===== config.mk =====
export PLATFORM = sky130hd
export DESIGN_NAME = mpwm_top
export DESIGN_NICKNAME = d
export VERILOG_FILES = /design/src/mpwm_pkg.sv /design/src/mpwm_top.sv
export VERILOG_INCLUDE_DIRS = /design/src
export SDC_FILE = /design/constraint.sdc
export NUM_CORES = 1
export LEC_CHECK = 0
export BUFFER_PORTS_ARGS = -buffer_cell sky130_fd_sc_hd__buf_4
export CAP_MARGIN = 20
export CORE_MARGIN = 2
export CORE_UTILIZATION = 63
export CTS_BUF_LIST = sky130_fd_sc_hd__clkbuf_8
export DETAILED_ROUTE_END_ITERATION = 12
export HOLD_SLACK_MARGIN = 0.03
export PLACE_DENSITY = 0.83
export SLEW_MARGIN = 40
export SYNTH_ARGS = -nofsm -noshare
export SYNTH_HDL_FRONTEND = slang
export SYNTH_SLANG_ARGS = --single-unit

===== constraint.sdc =====
create_clock -name clk_sys_i -period 7.3 [get_ports clk_sys_i]
set_input_delay 0 -clock clk_sys_i [delete_from_list [all_inputs] [get_ports clk_sys_i]]
set_output_delay 0 -clock clk_sys_i [all_outputs]
set_load 0.01 [all_outputs]

===== src/mpwm_regs.svh =====
`ifndef MPWM_REGS_SVH
`define MPWM_REGS_SVH
`define MPWM_ADDR_W         6
`define MPWM_OFF_ENABLE     6'h00
`define MPWM_OFF_PORTMD     6'h04
`define MPWM_OFF_MODESEL    6'h08
`define MPWM_OFF_CTRL       6'h0C
`define MPWM_OFF_COUNT      6'h10
`define MPWM_OFF_PERIOD     6'h14
`define MPWM_OFF_CMPU       6'h18
`define MPWM_OFF_CMPV       6'h1C
`define MPWM_OFF_CMPW       6'h20
`define MPWM_OFF_OUTCTL     6'h24
`define MPWM_OFF_OUTSET     6'h28
`define MPWM_OFF_EMG        6'h2C
`define MPWM_OFF_TRIGGER_COMPARE_VALUE     6'h30
`define MPWM_CTRL_MODE_BIT  0
`define MPWM_CTRL_INTP_LSB  1
`define MPWM_CTRL_HALF_BIT  3
`define MPWM_CTRL_COMMON_BIT 4
`define MPWM_CTRL_EXT_BIT   5
`define MPWM_CTRL_SYNC_BIT  6
`define MPWM_CTRL_RST       16'h0000
`define MPWM_PERIOD_RST     16'hFFFF
`define MPWM_OUTCTL_RST     16'h0000
`define MPWM_OUTSET_RST     16'h000C
`define MPWM_OUTSET_POLL_BIT 2
`define MPWM_OUTSET_UPPER_SIDE_POLARITY_BIT 3
`define MPWM_EXT_DIV        2'h3
`endif


===== src/mpwm_pkg.sv =====
`default_nettype none
package mpwm_pkg;
	typedef struct packed {
		logic [2:0] hi;
		logic [2:0] lo;
	} mpwm_gate_t;
	typedef enum logic [1:0] {
		MPWM_INT_HALF = 2'b00,
		MPWM_INT_ONE  = 2'b01,
		MPWM_INT_TWO  = 2'b10,
		MPWM_INT_FOUR = 2'b11
	} mpwm_intp_t;
	typedef enum logic [1:0] {
		MPWM_EMG_HIZ_ALL = 2'b00,
		MPWM_EMG_HIZ_HI  = 2'b01,
		MPWM_EMG_HIZ_LO  = 2'b10,
		MPWM_EMG_HOLD    = 2'b11
	} mpwm_emg_t;
endpackage
`default_nettype wire


===== src/mpwm_top.sv =====
`timescale 1ns/1ps
`default_nettype none
`include "mpwm_regs.svh"
// Operation
// RULE_01 - Carrier is a sixteen-bit up/down counter.
// RULE_02 - Counter advances one count per system clock normally.
// RULE_03 - Mode 0 edge-aligned sawtooth, mode 1 center-aligned triangle.
// RULE_04 - Period extension set: counter advances once every four clocks.
// RULE_05 - Period value double-buffered, refreshed per period or half period.
// RULE_06 - Each phase output follows compare value versus counter.
// RULE_07 - Compare working copies load at period match, optionally half period.
// RULE_08 - All phases share one carrier frequency.
// RULE_09 - Independent mode: each phase uses its own compare value.
// RULE_10 - Common mode: U compare drives all three phases.
// RULE_11 - PWM interrupt every half, one, two or four periods.
// RULE_12 - Enable bit zero puts all six outputs in high impedance.
// RULE_13 - Emergency stop forces outputs per two-bit action field.
// RULE_14 - Software keeps load source at bus mode zero.
// RULE_15 - Software writes sixteen-bit registers as whole halfwords.
// RULE_16 - Output-level bits double-buffered, sync or async to PWM.
// RULE_17 - Output-control bits 10..8 pick PWM or fixed level per phase.
// RULE_18 - Upper and lower polarity set independently; 1 active high.
// RULE_19 - Software changes polarity only while enable bit is zero.
// RULE_20 - Single-shunt center-off set by software via compare and output field.
// RULE_21 - ADC trigger on counter match with trigger compare, gated by enable.
// RULE_22 - Center mode counts up to period then down, reversing at ends.
module mpwm_top
(
	input  wire logic                     clk_sys_i,
	input  wire logic                     rst_b_i,
	input  wire logic [`MPWM_ADDR_W-1:0]  addr_i,
	input  wire logic [31:0]              wdata_i,
	input  wire logic                     wr_i,
	input  wire logic                     rd_i,
	output logic      [31:0]              rdata_o,
	input  wire logic                     emergency_stop_input_b_i,
	output mpwm_pkg::mpwm_gate_t          gate_o,
	output mpwm_pkg::mpwm_gate_t          gate_oe_o,
	output logic                          pwm_irq_o,
	output logic                          adc_start_trigger_o
);
	// ----------------------------------------
	// Register file
	// ----------------------------------------
	logic        pwm_output_enable_q, pwm_output_enable_d;
	logic        port_output_mode_q, port_output_mode_d;
	logic        buffer_load_source_q, buffer_load_source_d;
	logic [15:0] ctrl_q, ctrl_d;
	logic [15:0] period_q, period_d;
	logic [15:0] cmp_q [3];
	logic [15:0] cmp_d [3];
	logic [15:0] outctl_q, outctl_d;
	logic [15:0] outset_q, outset_d;
	logic [1:0]  emergency_output_action_q, emergency_output_action_d;
	logic [15:0] trigger_compare_value_q, trigger_compare_value_d;
	logic [31:0] rdata_q, rdata_d;
	logic [15:0] carrier_counter_q;
	logic        emg_active_q;

	always_comb
	begin
		pwm_output_enable_d       = pwm_output_enable_q;
		port_output_mode_d        = port_output_mode_q;
		buffer_load_source_d      = buffer_load_source_q;
		ctrl_d                    = ctrl_q;
		period_d                  = period_q;
		cmp_d                     = cmp_q;
		outctl_d                  = outctl_q;
		outset_d                  = outset_q;
		emergency_output_action_d = emergency_output_action_q;
		trigger_compare_value_d   = trigger_compare_value_q;
		rdata_d                   = 32'h0000_0000;
		if (wr_i)
		begin
			unique case (addr_i)
				`MPWM_OFF_ENABLE:  pwm_output_enable_d = wdata_i[0];
				`MPWM_OFF_PORTMD:  port_output_mode_d = wdata_i[0];
				`MPWM_OFF_MODESEL: buffer_load_source_d = wdata_i[0];
				`MPWM_OFF_CTRL:    ctrl_d = {9'h000, wdata_i[6:0]};
				// Whole-halfword writes only; byte writes are not supported.
				`MPWM_OFF_PERIOD:  period_d = wdata_i[15:0]; // RULE_15
				`MPWM_OFF_CMPU:    cmp_d[0] = wdata_i[15:0];
				`MPWM_OFF_CMPV:    cmp_d[1] = wdata_i[15:0];
				`MPWM_OFF_CMPW:    cmp_d[2] = wdata_i[15:0];
				`MPWM_OFF_OUTCTL:  outctl_d = {5'h00, wdata_i[10:8], 2'h0, wdata_i[5:0]};
				`MPWM_OFF_OUTSET:  outset_d = {12'h000, wdata_i[3:2], 2'h0};
				`MPWM_OFF_EMG:     emergency_output_action_d = wdata_i[1:0];
				`MPWM_OFF_TRIGGER_COMPARE_VALUE:  trigger_compare_value_d = wdata_i[15:0];
				default: ;
			endcase
		end
		if (rd_i)
		begin
			unique case (addr_i)
				`MPWM_OFF_ENABLE:  rdata_d = {31'h0, pwm_output_enable_q};
				`MPWM_OFF_PORTMD:  rdata_d = {31'h0, port_output_mode_q};
				`MPWM_OFF_MODESEL: rdata_d = {31'h0, buffer_load_source_q};
				`MPWM_OFF_CTRL:    rdata_d = {16'h0, ctrl_q};
				`MPWM_OFF_COUNT:   rdata_d = {16'h0, carrier_counter_q};
				`MPWM_OFF_PERIOD:  rdata_d = {16'h0, period_q};
				`MPWM_OFF_CMPU:    rdata_d = {16'h0, cmp_q[0]};
				`MPWM_OFF_CMPV:    rdata_d = {16'h0, cmp_q[1]};
				`MPWM_OFF_CMPW:    rdata_d = {16'h0, cmp_q[2]};
				`MPWM_OFF_OUTCTL:  rdata_d = {16'h0, outctl_q};
				`MPWM_OFF_OUTSET:  rdata_d = {16'h0, outset_q};
				`MPWM_OFF_EMG:     rdata_d = {29'h0, emg_active_q, emergency_output_action_q};
				`MPWM_OFF_TRIGGER_COMPARE_VALUE:  rdata_d = {16'h0, trigger_compare_value_q};
				default:           rdata_d = 32'h0000_0000;
			endcase
		end
	end

	always_ff @(posedge clk_sys_i)
	begin
		if (!rst_b_i)
		begin
			pwm_output_enable_q       <= 1'b0;
			port_output_mode_q        <= 1'b0;
			buffer_load_source_q      <= 1'b0;
			ctrl_q                    <= `MPWM_CTRL_RST;
			period_q                  <= `MPWM_PERIOD_RST;
			cmp_q                     <= '{16'h0000, 16'h0000, 16'h0000};
			outctl_q                  <= `MPWM_OUTCTL_RST;
			outset_q                  <= `MPWM_OUTSET_RST;
			emergency_output_action_q <= 2'h0;
			trigger_compare_value_q   <= 16'h0000;
			rdata_q                   <= 32'h0000_0000;
		end
		else
		begin
			pwm_output_enable_q       <= pwm_output_enable_d;
			port_output_mode_q        <= port_output_mode_d;
			buffer_load_source_q      <= buffer_load_source_d;
			ctrl_q                    <= ctrl_d;
			period_q                  <= period_d;
			cmp_q                     <= cmp_d;
			outctl_q                  <= outctl_d;
			outset_q                  <= outset_d;
			emergency_output_action_q <= emergency_output_action_d;
			trigger_compare_value_q   <= trigger_compare_value_d;
			rdata_q                   <= rdata_d;
		end
	end

	assign rdata_o = rdata_q;

	// ----------------------------------------
	// Carrier counter
	// ----------------------------------------
	wire       center_mode = ctrl_q[`MPWM_CTRL_MODE_BIT];
	wire       half_load   = ctrl_q[`MPWM_CTRL_HALF_BIT];
	wire       common_mode = ctrl_q[`MPWM_CTRL_COMMON_BIT];
	wire       period_ext  = ctrl_q[`MPWM_CTRL_EXT_BIT];
	wire       sync_out    = ctrl_q[`MPWM_CTRL_SYNC_BIT];
	wire [1:0] intp        = ctrl_q[`MPWM_CTRL_INTP_LSB +: 2];

	logic [1:0]  prescale_q, prescale_d;
	logic [15:0] carrier_counter_d;
	logic        count_down_q, count_down_d;
	logic [15:0] period_act_q, period_act_d;
	logic [15:0] cmp_act_q [3];
	logic [15:0] cmp_act_d [3];
	logic [1:0]  int_cnt_q, int_cnt_d;
	logic        irq_q, irq_d;
	logic        trig_q, trig_d;
	logic        tick, at_period, at_half, load_pt, full_pt;

	always_comb
	begin
		prescale_d        = prescale_q;
		carrier_counter_d = carrier_counter_q;
		count_down_d      = count_down_q;
		period_act_d      = period_act_q;
		cmp_act_d         = cmp_act_q;
		int_cnt_d         = int_cnt_q;
		irq_d             = 1'b0;
		trig_d            = 1'b0;
		// Extension mode slows the step to one count per four clocks
		tick      = !period_ext || (prescale_q == `MPWM_EXT_DIV); // RULE_02 RULE_04
		at_period = carrier_counter_q == period_act_q;
		// Half-period point: bottom of triangle, or midpoint of sawtooth
		at_half   = center_mode ? (carrier_counter_q == 16'h0001 && count_down_q)
			: (carrier_counter_q == {1'b0, period_act_q[15:1]});
		full_pt   = at_period;
		load_pt   = at_period || (half_load && at_half);
		if (!pwm_output_enable_q)
		begin
			prescale_d        = 2'h0;
			carrier_counter_d = 16'h0000;
			count_down_d      = 1'b0;
			int_cnt_d         = 2'h0;
			period_act_d      = period_q;
			cmp_act_d         = cmp_q;
		end
		else if (tick)
		begin
			prescale_d = 2'(prescale_q + 2'h1);
			if (center_mode) // RULE_03
			begin
				if (!count_down_q && carrier_counter_q >= period_act_q) // RULE_22
				begin
					count_down_d      = 1'b1;
					carrier_counter_d = 16'(carrier_counter_q - 16'h0001);
				end
				else if (count_down_q && carrier_counter_q <= 16'h0001)
				begin
					count_down_d      = 1'b0;
					carrier_counter_d = 16'h0000;
				end
				else
					carrier_counter_d = count_down_q ? 16'(carrier_counter_q - 16'h0001)
						: 16'(carrier_counter_q + 16'h0001); // RULE_01
			end
			else
			begin
				count_down_d      = 1'b0;
				carrier_counter_d = at_period ? 16'h0000 : 16'(carrier_counter_q + 16'h0001);
			end
			if (load_pt) // RULE_05 RULE_07
			begin
				period_act_d = period_q;
				if (!buffer_load_source_q) // RULE_14
					cmp_act_d = cmp_q;
			end
			if (full_pt || (intp == mpwm_pkg::MPWM_INT_HALF && at_half)) // RULE_11
			begin
				int_cnt_d = 2'(int_cnt_q + 2'h1);
				unique case (intp)
					mpwm_pkg::MPWM_INT_HALF,
					mpwm_pkg::MPWM_INT_ONE:  irq_d = 1'b1;
					mpwm_pkg::MPWM_INT_TWO:  irq_d = int_cnt_q[0];
					mpwm_pkg::MPWM_INT_FOUR: irq_d = &int_cnt_q;
				endcase
			end
			// Edge mode matches only on the up-count, the only direction it has
			trig_d = carrier_counter_q == trigger_compare_value_q; // RULE_21
		end
		else
			prescale_d = 2'(prescale_q + 2'h1);
	end

	always_ff @(posedge clk_sys_i)
	begin
		if (!rst_b_i)
		begin
			prescale_q        <= 2'h0;
			carrier_counter_q <= 16'h0000;
			count_down_q      <= 1'b0;
			period_act_q      <= `MPWM_PERIOD_RST;
			cmp_act_q         <= '{16'h0000, 16'h0000, 16'h0000};
			int_cnt_q         <= 2'h0;
			irq_q             <= 1'b0;
			trig_q            <= 1'b0;
		end
		else
		begin
			prescale_q        <= prescale_d;
			carrier_counter_q <= carrier_counter_d;
			count_down_q      <= count_down_d;
			period_act_q      <= period_act_d;
			cmp_act_q         <= cmp_act_d;
			int_cnt_q         <= int_cnt_d;
			irq_q             <= irq_d;
			trig_q            <= trig_d;
		end
	end

	assign pwm_irq_o           = irq_q;
	assign adc_start_trigger_o = trig_q && pwm_output_enable_q; // RULE_21

	// ----------------------------------------
	// Conduction control and port drive
	// ----------------------------------------
	logic [15:0]          outctl_act_q, outctl_act_d;
	logic                 emg_active_d;
	mpwm_pkg::mpwm_gate_t gate_q, gate_d, oe_q, oe_d;
	logic [2:0]           pwm_raw;

	genvar ph;
	generate
		for (ph = 0; ph < 3; ph++)
		begin : g_phase
			// Common mode lets the U compare drive every phase
			wire [15:0] cmp_sel = common_mode ? cmp_act_q[0] : cmp_act_q[ph]; // RULE_08 RULE_09 RULE_10
			assign pwm_raw[ph] = cmp_sel > carrier_counter_q; // RULE_06
		end
	endgenerate

	always_comb
	begin
		// Async update copies at once; sync waits for the PWM load point
		outctl_act_d = (!sync_out || (tick && load_pt) || !pwm_output_enable_q)
			? outctl_q : outctl_act_q; // RULE_16
		emg_active_d = emg_active_q;
		if (!emergency_stop_input_b_i)
			emg_active_d = 1'b1;
		else if (outctl_q[10:8] == 3'h0 && outctl_q[5:0] == 6'h00)
			emg_active_d = 1'b0;
		for (int i = 0; i < 3; i++)
		begin
			// Bits 10..8 choose PWM; else bits [2i+1:2i] give upper/lower level
			if (outctl_act_q[8 + i]) // RULE_17
			begin
				gate_d.hi[i] = outctl_act_q[2*i+1] & pwm_raw[i];
				gate_d.lo[i] = outctl_act_q[2*i] & ~pwm_raw[i];
			end
			else
			begin
				gate_d.hi[i] = outctl_act_q[2*i+1];
				gate_d.lo[i] = outctl_act_q[2*i];
			end
			// Active-low polarity inverts the asserted level
			gate_d.hi[i] = gate_d.hi[i] ~^ outset_q[`MPWM_OUTSET_UPPER_SIDE_POLARITY_BIT]; // RULE_18
			gate_d.lo[i] = gate_d.lo[i] ~^ outset_q[`MPWM_OUTSET_POLL_BIT]; // RULE_18
		end
		oe_d.hi = {3{pwm_output_enable_q}}; // RULE_12
		oe_d.lo = {3{pwm_output_enable_q}}; // RULE_12
		if (emg_active_q && !port_output_mode_q)
		begin
			unique case (emergency_output_action_q) // RULE_13
				mpwm_pkg::MPWM_EMG_HIZ_ALL:
				begin
					oe_d.hi = 3'h0;
					oe_d.lo = 3'h0;
				end
				mpwm_pkg::MPWM_EMG_HIZ_HI: oe_d.hi = 3'h0;
				mpwm_pkg::MPWM_EMG_HIZ_LO: oe_d.lo = 3'h0;
				mpwm_pkg::MPWM_EMG_HOLD:
				begin
					gate_d.hi = {3{~outset_q[`MPWM_OUTSET_UPPER_SIDE_POLARITY_BIT]}};
					gate_d.lo = {3{~outset_q[`MPWM_OUTSET_POLL_BIT]}};
				end
			endcase
		end
	end

	always_ff @(posedge clk_sys_i)
	begin
		if (!rst_b_i)
		begin
			outctl_act_q <= `MPWM_OUTCTL_RST;
			emg_active_q <= 1'b0;
			gate_q       <= '0;
			oe_q         <= '0;
		end
		else
		begin
			outctl_act_q <= outctl_act_d;
			emg_active_q <= emg_active_d;
			gate_q       <= gate_d;
			oe_q         <= oe_d;
		end
	end

	assign gate_o    = gate_q;
	assign gate_oe_o = oe_q;
endmodule
`default_nettype wire


==> results of run 1 <==
layout by cell type, fill, tap and decap left out, types with 18 or more instances in the layout:
| cell type | Yosys | layout |
|---|---|---|
| a21boi_0 | 91 | 91 |
| a21boi_1 | 31 | 31 |
| a21o_1 | 18 | 18 |
| a21oi_1 | 43 | 43 |
| a222oi_1 | 19 | 19 |
| buf_4 | 22 | 80 |
| clkbuf_8 | 0 | 51 |
| dfxtp_1 | 224 | 224 |
| dlygate4sd3_1 | 0 | 32 |
| ha_1 | 69 | 69 |
| inv_1 | 67 | 74 |
| mux2i_1 | 37 | 37 |
| nand2_1 | 344 | 344 |
| nand3_1 | 64 | 64 |
| nand4_1 | 22 | 22 |
| nor2_1 | 51 | 49 |
| nor2b_1 | 31 | 31 |
| nor3_1 | 27 | 27 |
| o21ai_0 | 58 | 58 |
| xnor2_1 | 24 | 24 |
worst max-delay path: cells and delay by family (launching register included):
| kind | cells | cell delay [ps] |
|---|---|---|
| and+or+nand+nor | 4 | 1250 |
| AOI/OAI and AO/OA | 2 | 880 |
| DFF | 1 | 850 |
| buffers and inverters | 1 | 440 |
| adders and majority gates | 1 | 280 |
synthesized netlist by cell type, types with 4 or more instances:
cell type	count
a21boi_1	31
o32ai_1	4
or2_2	6
buf_4	22
buf_1	4
nand3_1	64
nand2_1	344
o22ai_1	6
nor2_1	51
mux2i_1	37
a22oi_1	14
a221oi_1	11
nor4_1	10
a21oi_1	43
xor2_1	17
a222oi_1	19
a21boi_0	91
a21o_1	18
buf_2	16
nor3_1	27
xnor2_1	24
ha_1	69
and3_1	10
a2111oi_0	5
o21a_1	5
o211a_1	4
dfxtp_1	224
o21ai_0	58
nand2b_1	13
clkbuf_1	83
o211ai_1	17
inv_1	67
nor2b_1	31
a31oi_1	13
nand4_1	22
and2_1	6
nand3b_1	7
a211oi_1	9
metrics by stage:
stage                     hold slack (ps)  cell area (µm²)  power, µW  setup WS, ps  util [%]
final                                52.2            14200       2630          3460      72.6
after global routing                 76.4            14200       2680          3360      72.6
after CTS                            32.6            14200       2620          3610      72.5
after detailed placement              225            13000       1360          3800      66.4
after global placement                194            12900       1350          3550      66.3
after floorplan                       106            12600       1320          4230         -
kinds of logic (layout without fill, tap and decap cells):
logic type | Yosys count | in the layout | share of synthesized area, %
AND/OR/NAND/NOR | 615 | 615 | 22.5
flip-flops | 224 | 224 | 35.8
buffers and inverters | 194 | 250 | 6.74
other | 1 | 16 | 0.0299
XOR/XNOR | 41 | 41 | 2.86
multiplexers | 40 | 40 | 3.22
AO/OA/AOI/OAI | 382 | 382 | 22.0
adder cells (fa/ha/maj) | 69 | 69 | 6.88
flip-flops by register name, indices dropped and copies added, names as in the netlist, 2 cells and up:
signal,flops
int_cnt_q,2
rdata_o,16
carrier_counter_q,16
outctl_act_q,9
outctl_q,9
period_act_q,16
cmp_q,48
outset_q,2
gate_o,6
period_q,16
emergency_output_action_q,2
prescale_q,2
trigger_compare_value_q,16
ctrl_q,7
g_phase.cmp_sel,16
gate_oe_o,2
cmp_act_q,32
where the power goes:
group / total, µW / switching, µW / internal, µW / leakage (µW)
combinational: 112 / 68.1 / 43.8 / 0.00351
sequential: 1230 / 5.64 / 1230 / 0.00181
clock: 1280 / 544 / 737 / 0.000479
final cells by class:
cell class | instances | area share, %
clock buffer | 51 | 4.95
clock inverter | 19 | 1.21
inverter | 67 | 1.78
tap | 265 | 2.34
sequential | 224 | 31.7
timing repair buffer | 113 | 6.61
multi-input combinational | 1163 | 51.5
final timing paths:
check	startpoint	to	slack, ps	cells past startpoint
hold reg to reg	prescale_q[0]	prescale_q[0]	420	1
hold / removal	addr_i[1]	buffer_load_source_q	50	5
setup reg to reg	carrier_counter_q[9]	cmp_act_q[24]	3460	8
setup / recovery	carrier_counter_q[9]	cmp_act_q[24]	3460	8
layer usage:
layer | track usage [%] | routed length [µm]
met1 | 49.4 | 16000
met2 | 60.1 | 18400
met3 | 9.53 | 4980
met4 | 16.9 | 1880
met5 | 0 | 0
==> flow_summary.yaml, run 1 <==
cells_and_area:
  syn_to_final_growth_pct: 13.0
  drive_gt1_share_pct: 10.3
  antenna_cells: 0
  multiInputGateArea_um2: 7290
  fillers: 1477
  final_nets: 1719
  final_cells: 1902
  ff_latch_area_um2: 4480
worst_setup_path:
  required_ps: 7710
  crit_path_max_incr_delay_ps: 850
  critPathLaunchType: "flop"
  cp-end-kind: "flop"
  cp_max_fo: 48
  cp_slowest_cell: "dfxtp_1"
  worstPathCellList: "ha_1, nand4_1, or4_1, a41oi_4, and2_1, buf_4, nand2_1, a21boi_0"
  worstSetupPathType: "flop to flop"
  critical_path_arrival_ps: 4250
grt:
  grt_pass1_wl_mm: 63.6
  antenna_found_initial: 0
  grt_max_degree: 67
  track_usage_pct: 38.1
  grt_overflow: 0
  grt_pass1_vias: 11700
power_and_ir_drop:
  leakagePower_uw: 0.00580
  p_per_area_nw_per_um2: 185
  ir_drop_mv: 0.191
floorplan:
  coreArea_um2: 19500
  initial_core_util_pct: 64.2
  die_w_um: 145
  die_area_um2: 21100
  die_h_um: 145
  rows: 51
  ios: 89
cts:
  h-tree-depth: 2
  cts_hold_buf: 32
  clock_latency_ps: 560
  cts_buffers: 38
  cts_buffer_depth: 3
  path_clk_slew_ps: 70
  cts_sinks: 224
  cts_resized: 0
  cts_tree: "yes"
  cts_setup_buffers: 0
  cts_root_buf: "clkbuf_8"
detailed_routing:
  drtIter0Drc: 1728
  drt_wl_total_mm: 41.2
  via_per_inst: 6.48
  via_count: 12300
  ant_nets: 0
  wl_per_cell_um: 21.7
  drc: 0
  dr.pass1.iters: 7
sta:
  period_minus_slack_ps: 3840
  finalHoldViolations: 0
  fin_crit_sh_pct: 52.5
  finalSetupViolCount: 0
  tns_ps: 0
  max_freq_ghz: 0.261
  skew_ps: 37.0
  rsz0062_at_grt: "false"
  relSlewSlack_pct: 40.2
  tightest_slew_ps: 895
  final-max-slew-violation-count: 0
synthesis:
  synth.area.top_cells: "dfxtp_1, nand2_1, ha_1"
  ys.flop_type: "dfxtp_1"
  synth.distinct_cells: 75
  syn-mean-instance-area_um2: 8.01
  synth_cells: 1566
  netlist_area_um2: 12500
  yosys_warnings: 0
  yosysSeqAreaShare_pct: 35.8
  synth_seq_cells: 224
  yosysTopAreaCellShare_pct: 35.8
  synth-edff-count: 0
  yosysTopAreaCell: "dfxtp_1"
  ys_async_sr_fraction_pct: 0
run_status:
  outcome: "finished, final reports clean"
job:
  cap_violations: 0
placed_design:
  port_buffers: 56
  dpl.cell_count: 1800
  hpwlAfterDp_mm: 28.0
  gp_congestion: 0.945
hold_path:
  hold_class: "input pin to flop"
Note: power is estimated with default switching activity, not from simulation.
==> run 2, diff against run 1 <==
==> constraint.sdc (replaced) <==
create_clock -name clk_sys_i -period 4 [get_ports clk_sys_i]
set_input_delay 0 -clock clk_sys_i [delete_from_list [all_inputs] [get_ports clk_sys_i]]
set_output_delay 0 -clock clk_sys_i [all_outputs]
set_load 0.01 [all_outputs]
==> flow_summary.yaml, run 2 (same netlist as run 1, synthesis figures left out) <==
grt:
  grtUsageMet3_pct: 9.87
  grt_pass1_wl_mm: 63.1
  track_usage_pct: 37.7
  grt_pass1_vias: 11600
  grt_busiest_layer: "met2"
  antenna_found_initial: 2
  grtUsageMet1_pct: 50.1
  met2_usage_pct: 55.9
  grt_max_degree: 105
  grt_overflow: 0
worst_setup_path:
  worstSetupPathType: "flop to flop"
  critPathLaunchType: "flop"
  required_ps: 4440
  cp_max_fo: 12
  cp-end-kind: "flop"
  critical_path_arrival_ps: 3880
cts:
  cts_setup_buffers: 0
  cts_buffers: 39
  cts_tree: "yes"
  cts_buffer_depth: 3
  clock_latency_ps: 550
  path_clk_slew_ps: 60
  h-tree-depth: 2
  cts_hold_buf: 31
  cts_resized: 0
  cts_sinks: 224
  cts_root_buf: "clkbuf_8"
sta:
  max_freq_ghz: 0.291
  relSlewSlack_pct: 39.8
  skew_ps: 31.6
  finalHoldViolations: 0
  final-max-slew-violation-count: 0
  period_minus_slack_ps: 3430
  setup_slack_ps: 567
  tightest_slew_ps: 895
  tns_ps: 0
  fin_crit_sh_pct: 85.8
  finalSetupViolCount: 0
  worst_hold_slack_ps: 87.2
  rsz0062_at_grt: "false"
cells_and_area:
  fillers: 1471
  syn_to_final_growth_pct: 12.9
  drive_gt1_share_pct: 10.4
  largest_register_ffs: 48
  reg.largest.list: "cmp_q x48, cmp_act_q x32"
  ff_latch_area_um2: 4480
  mostFrequentLayoutCells: "nand2_1, dfxtp_1, a21boi_0, buf_4, inv_1"
  final_cells: 1908
  final_nets: 1729
  largest-register: "cmp_q"
  multiInputGateArea_um2: 7290
  antenna_cells: 0
  final_common_cell: "nand2_1"
detailed_routing:
  ant_nets: 0
  via_count: 12300
  wl_per_cell_um: 21.6
  via_per_inst: 6.46
  drtIter0Drc: 2001
  drt_wl_total_mm: 41.2
  drc: 0
  dr.pass1.iters: 8
placed_design:
  place_worst_setup_slack_ps: 655
  gp_congestion: 1.01
  port_buffers: 56
  dpl.cell_count: 1808
  hpwlAfterDp_mm: 28.6
floorplan:
  die_area_um2: 21100
  die_w_um: 145
  die_h_um: 145
  coreArea_um2: 19500
  ios: 89
  rows: 51
  initial_core_util_pct: 64.2
power_and_ir_drop:
  ir_drop_mv: 0.369
  p_per_area_nw_per_um2: 326
  leakagePower_uw: 0.00582
hold_path:
  hold_class: "input pin to flop"
run_status:
  outcome: "finished, final reports clean"
job:
  cap_violations: 0
run 2: worst paths after layout:
kind         cells after the start  slack, ps                     to            startpoint
min                              5         90   buffer_load_source_q             addr_i[3]
max reg2reg                      8        570  carrier_counter_q[12]  carrier_counter_q[9]
max                              8        570  carrier_counter_q[12]  carrier_counter_q[9]
min reg2reg                      1        420          prescale_q[0]         prescale_q[0]
run 2: stage by stage:
stage          util [%]  cell area (µm²)  power, µW
2_1_floorplan         -            12600       2410
3_3_place_gp       66.7            13000       2470
3_5_place_dp       66.7            13000       2470
4_1_cts            72.4            14100       4580
5_1_grt            72.5            14200       4710
6_report           72.5            14200       4620
run 2: where the power goes:
group	switching, µW	leakage, µW	internal (µW)
clock	975	0.000452	1190
combinational	123	0.00357	80.8
sequential	10.6	0.00181	2240
total	1110	0.00582	3510
run 2: critical path, cell delays in order (launching register included):
cell	delay [ps]
dfxtp_1	850
ha_1	370
nand4_1	200
nor2_1	80
a221oi_2	640
nand3_2	400
o21ai_1	460
a31oi_1	150
a211oi_1	190
run 2: layer usage:
layer  vias to the layer above  part of all wire, %
li1                       5575                    -
met4                         0                  6.3
met5                         -                    0
met1                      5634                   38
met3                       190                   14
met2                       922                   42
run 2: area by class of cell:
cell class / instances / share of cell area [%]
Clock buffer: 50 / 4.86
Multi-Input combinational cell: 1163 / 51.5
Timing Repair Buffer: 122 / 7.15
Sequential cell: 224 / 31.7
Clock inverter: 17 / 0.742
Inverter: 67 / 1.78
Tap cell: 265 / 2.34
==> run 3, diff against run 2 <==
--- a/config.mk
+++ b/config.mk
@@ -14,6 +14,7 @@
 export DETAILED_ROUTE_END_ITERATION = 12
 export HOLD_SLACK_MARGIN = 0.03
 export PLACE_DENSITY = 0.83
+export RECOVER_POWER = 25
 export SLEW_MARGIN = 40
 export SYNTH_ARGS = -nofsm -noshare
 export SYNTH_HDL_FRONTEND = slang
==> flow_summary.yaml, run 3 (same netlist as run 1, synthesis figures left out) <==
power_and_ir_drop:
  p_per_area_nw_per_um2: 329
  leakagePower_uw: 0.00569
  ir_drop_mv: 0.368
  power_uw: 4610
worst_setup_path:
  critical_path_arrival_ps: 3870
  crit_start: "rst_b_i"
  worstSetupPathType: "input pin to flop"
  critPathCapture: "rdata_o[5]"
  cp-end-kind: "flop"
  critPathLaunchType: "input pin"
  required_ps: 4400
  r2r-end: "cmp_act_q[16]"
  cp_max_fo: 104
  r2r_slack_ps: 550
  r2r_cells: 9
  r2r_start: "carrier_counter_q[8]"
grt:
  grt_overflow: 0
  antenna_found_initial: 2
  grt_pass1_wl_mm: 63.1
  track_usage_pct: 37.7
  grt_max_degree: 105
  grt_pass1_vias: 11600
cells_and_area:
  final_nets: 1729
  final_common_cell: "nand2_1"
  ff_latch_area_um2: 4480
  largest_register_ffs: 48
  mostFrequentLayoutCells: "nand2_1, dfxtp_1, a21boi_0, inv_1, ha_1"
  multiInputGateArea_um2: 7270
  final_cells: 1908
  drive_gt1_share_pct: 8.46
  antenna_cells: 0
  syn_to_final_growth_pct: 11.8
  reg.largest.list: "cmp_q x48, cmp_act_q x32"
  fin_area_um2: 14000
  largest-register: "cmp_q"
  fillers: 1517
sta:
  final-max-slew-violation-count: 122
  tns_ps: 0
  finalHoldViolations: 0
  relSlewSlack_pct: -27.5
  rsz0062_at_grt: "false"
  period_minus_slack_ps: 3470
  skew_ps: 25.4
  max_freq_ghz: 0.288
  tightest_slew_ps: 1910
  finalSetupViolCount: 0
  fin_crit_sh_pct: 86.7
detailed_routing:
  dr.pass1.iters: 7
  drtIter0Drc: 1916
  drc: 0
  ant_nets: 0
  drt_wl_total_mm: 41.1
  via_count: 12300
  wl_per_cell_um: 21.6
  via_per_inst: 6.46
floorplan:
  coreArea_um2: 19500
  die_area_um2: 21100
  die_h_um: 145
  ios: 89
  initial_core_util_pct: 64.2
  rows: 51
  die_w_um: 145
cts:
  h-tree-depth: 2
  path_clk_slew_ps: 60
  clock_latency_ps: 550
  cts_tree: "yes"
  cts_sinks: 224
  cts_root_buf: "clkbuf_8"
  cts_buffers: 39
  cts_buffer_depth: 3
  cts_setup_buffers: 0
run_status:
  outcome: "finished, violations left"
  violations: "max-capacitance violations, max-slew violations"
job:
  cap_violations: 2
placed_design:
  gp_congestion: 1.01
  place_area_um2: 13000
  port_buffers: 56
  hpwlAfterDp_mm: 28.6
  dpl.cell_count: 1808
hold_path:
  hold_class: "input pin to flop"
==> run 3: worst min path at each step <==
stage | startpoint | end | slack [ps] | depth (start not counted)
after global routing | addr_i[3] | buffer_load_source_q | 140 | 5
after global placement | emergency_stop_input_b_i | emg_active_q | 200 | 2
after floorplan | emergency_stop_input_b_i | emg_active_q | 110 | 1
final | addr_i[3] | buffer_load_source_q | 80 | 5
after CTS | addr_i[3] | buffer_load_source_q | 60 | 5
after detailed placement | emergency_stop_input_b_i | emg_active_q | 200 | 2
==> run 3: area by class of cell <==
type	count	share of cell area, %
Multi-Input combinational cell	1163	51.9
Tap cell	265	2.37
Sequential cell	224	32.0
Inverter	67	1.79
Clock inverter	17	0.750
Timing Repair Buffer	122	6.33
Clock buffer	50	4.91
==> run 3: stage by stage <==
stage          util [%]  hold WS (ps)  setup slack (ps)
2_1_floorplan         -           106               934
3_3_place_gp       66.7           199               656
3_5_place_dp       66.7           199               655
4_1_cts            72.4          62.6               623
5_1_grt            71.8           136               438
6_report           71.8          80.7               530
==> run 3: report_power, final <==
part | switching (µW) | total (µW) | internal (µW)
Combinational | 122 | 204 | 81.8
Sequential | 10.5 | 2250 | 2240
Clock | 968 | 2160 | 1190
Total | 1100 | 4610 | 3510
==> run 3: worst max-delay path, cell delays in order <==
cell and delay (ps):
dlygate4sd3_1 530, clkbuf_2 1370, o2111ai_1 1250, a31oi_1 670
==> run 3: metal layers <==
layer	track usage (%)	wire [µm]	vias up
li1	-	-	5569
met1	50.1	15700	5667
met2	55.9	17400	898
met3	9.87	5500	189
met4	20.7	2590	0
met5	0	0	-
==> run 3: repair_timing <==
| action | CTS | global route |
|---|---|---|
| hold endpoints to repair | 146 | 12 |
| gates resized for setup | 0 | 0 |
| setup endpoints to repair | 0 | 0 |
| hold buffers | 31 | 1 |
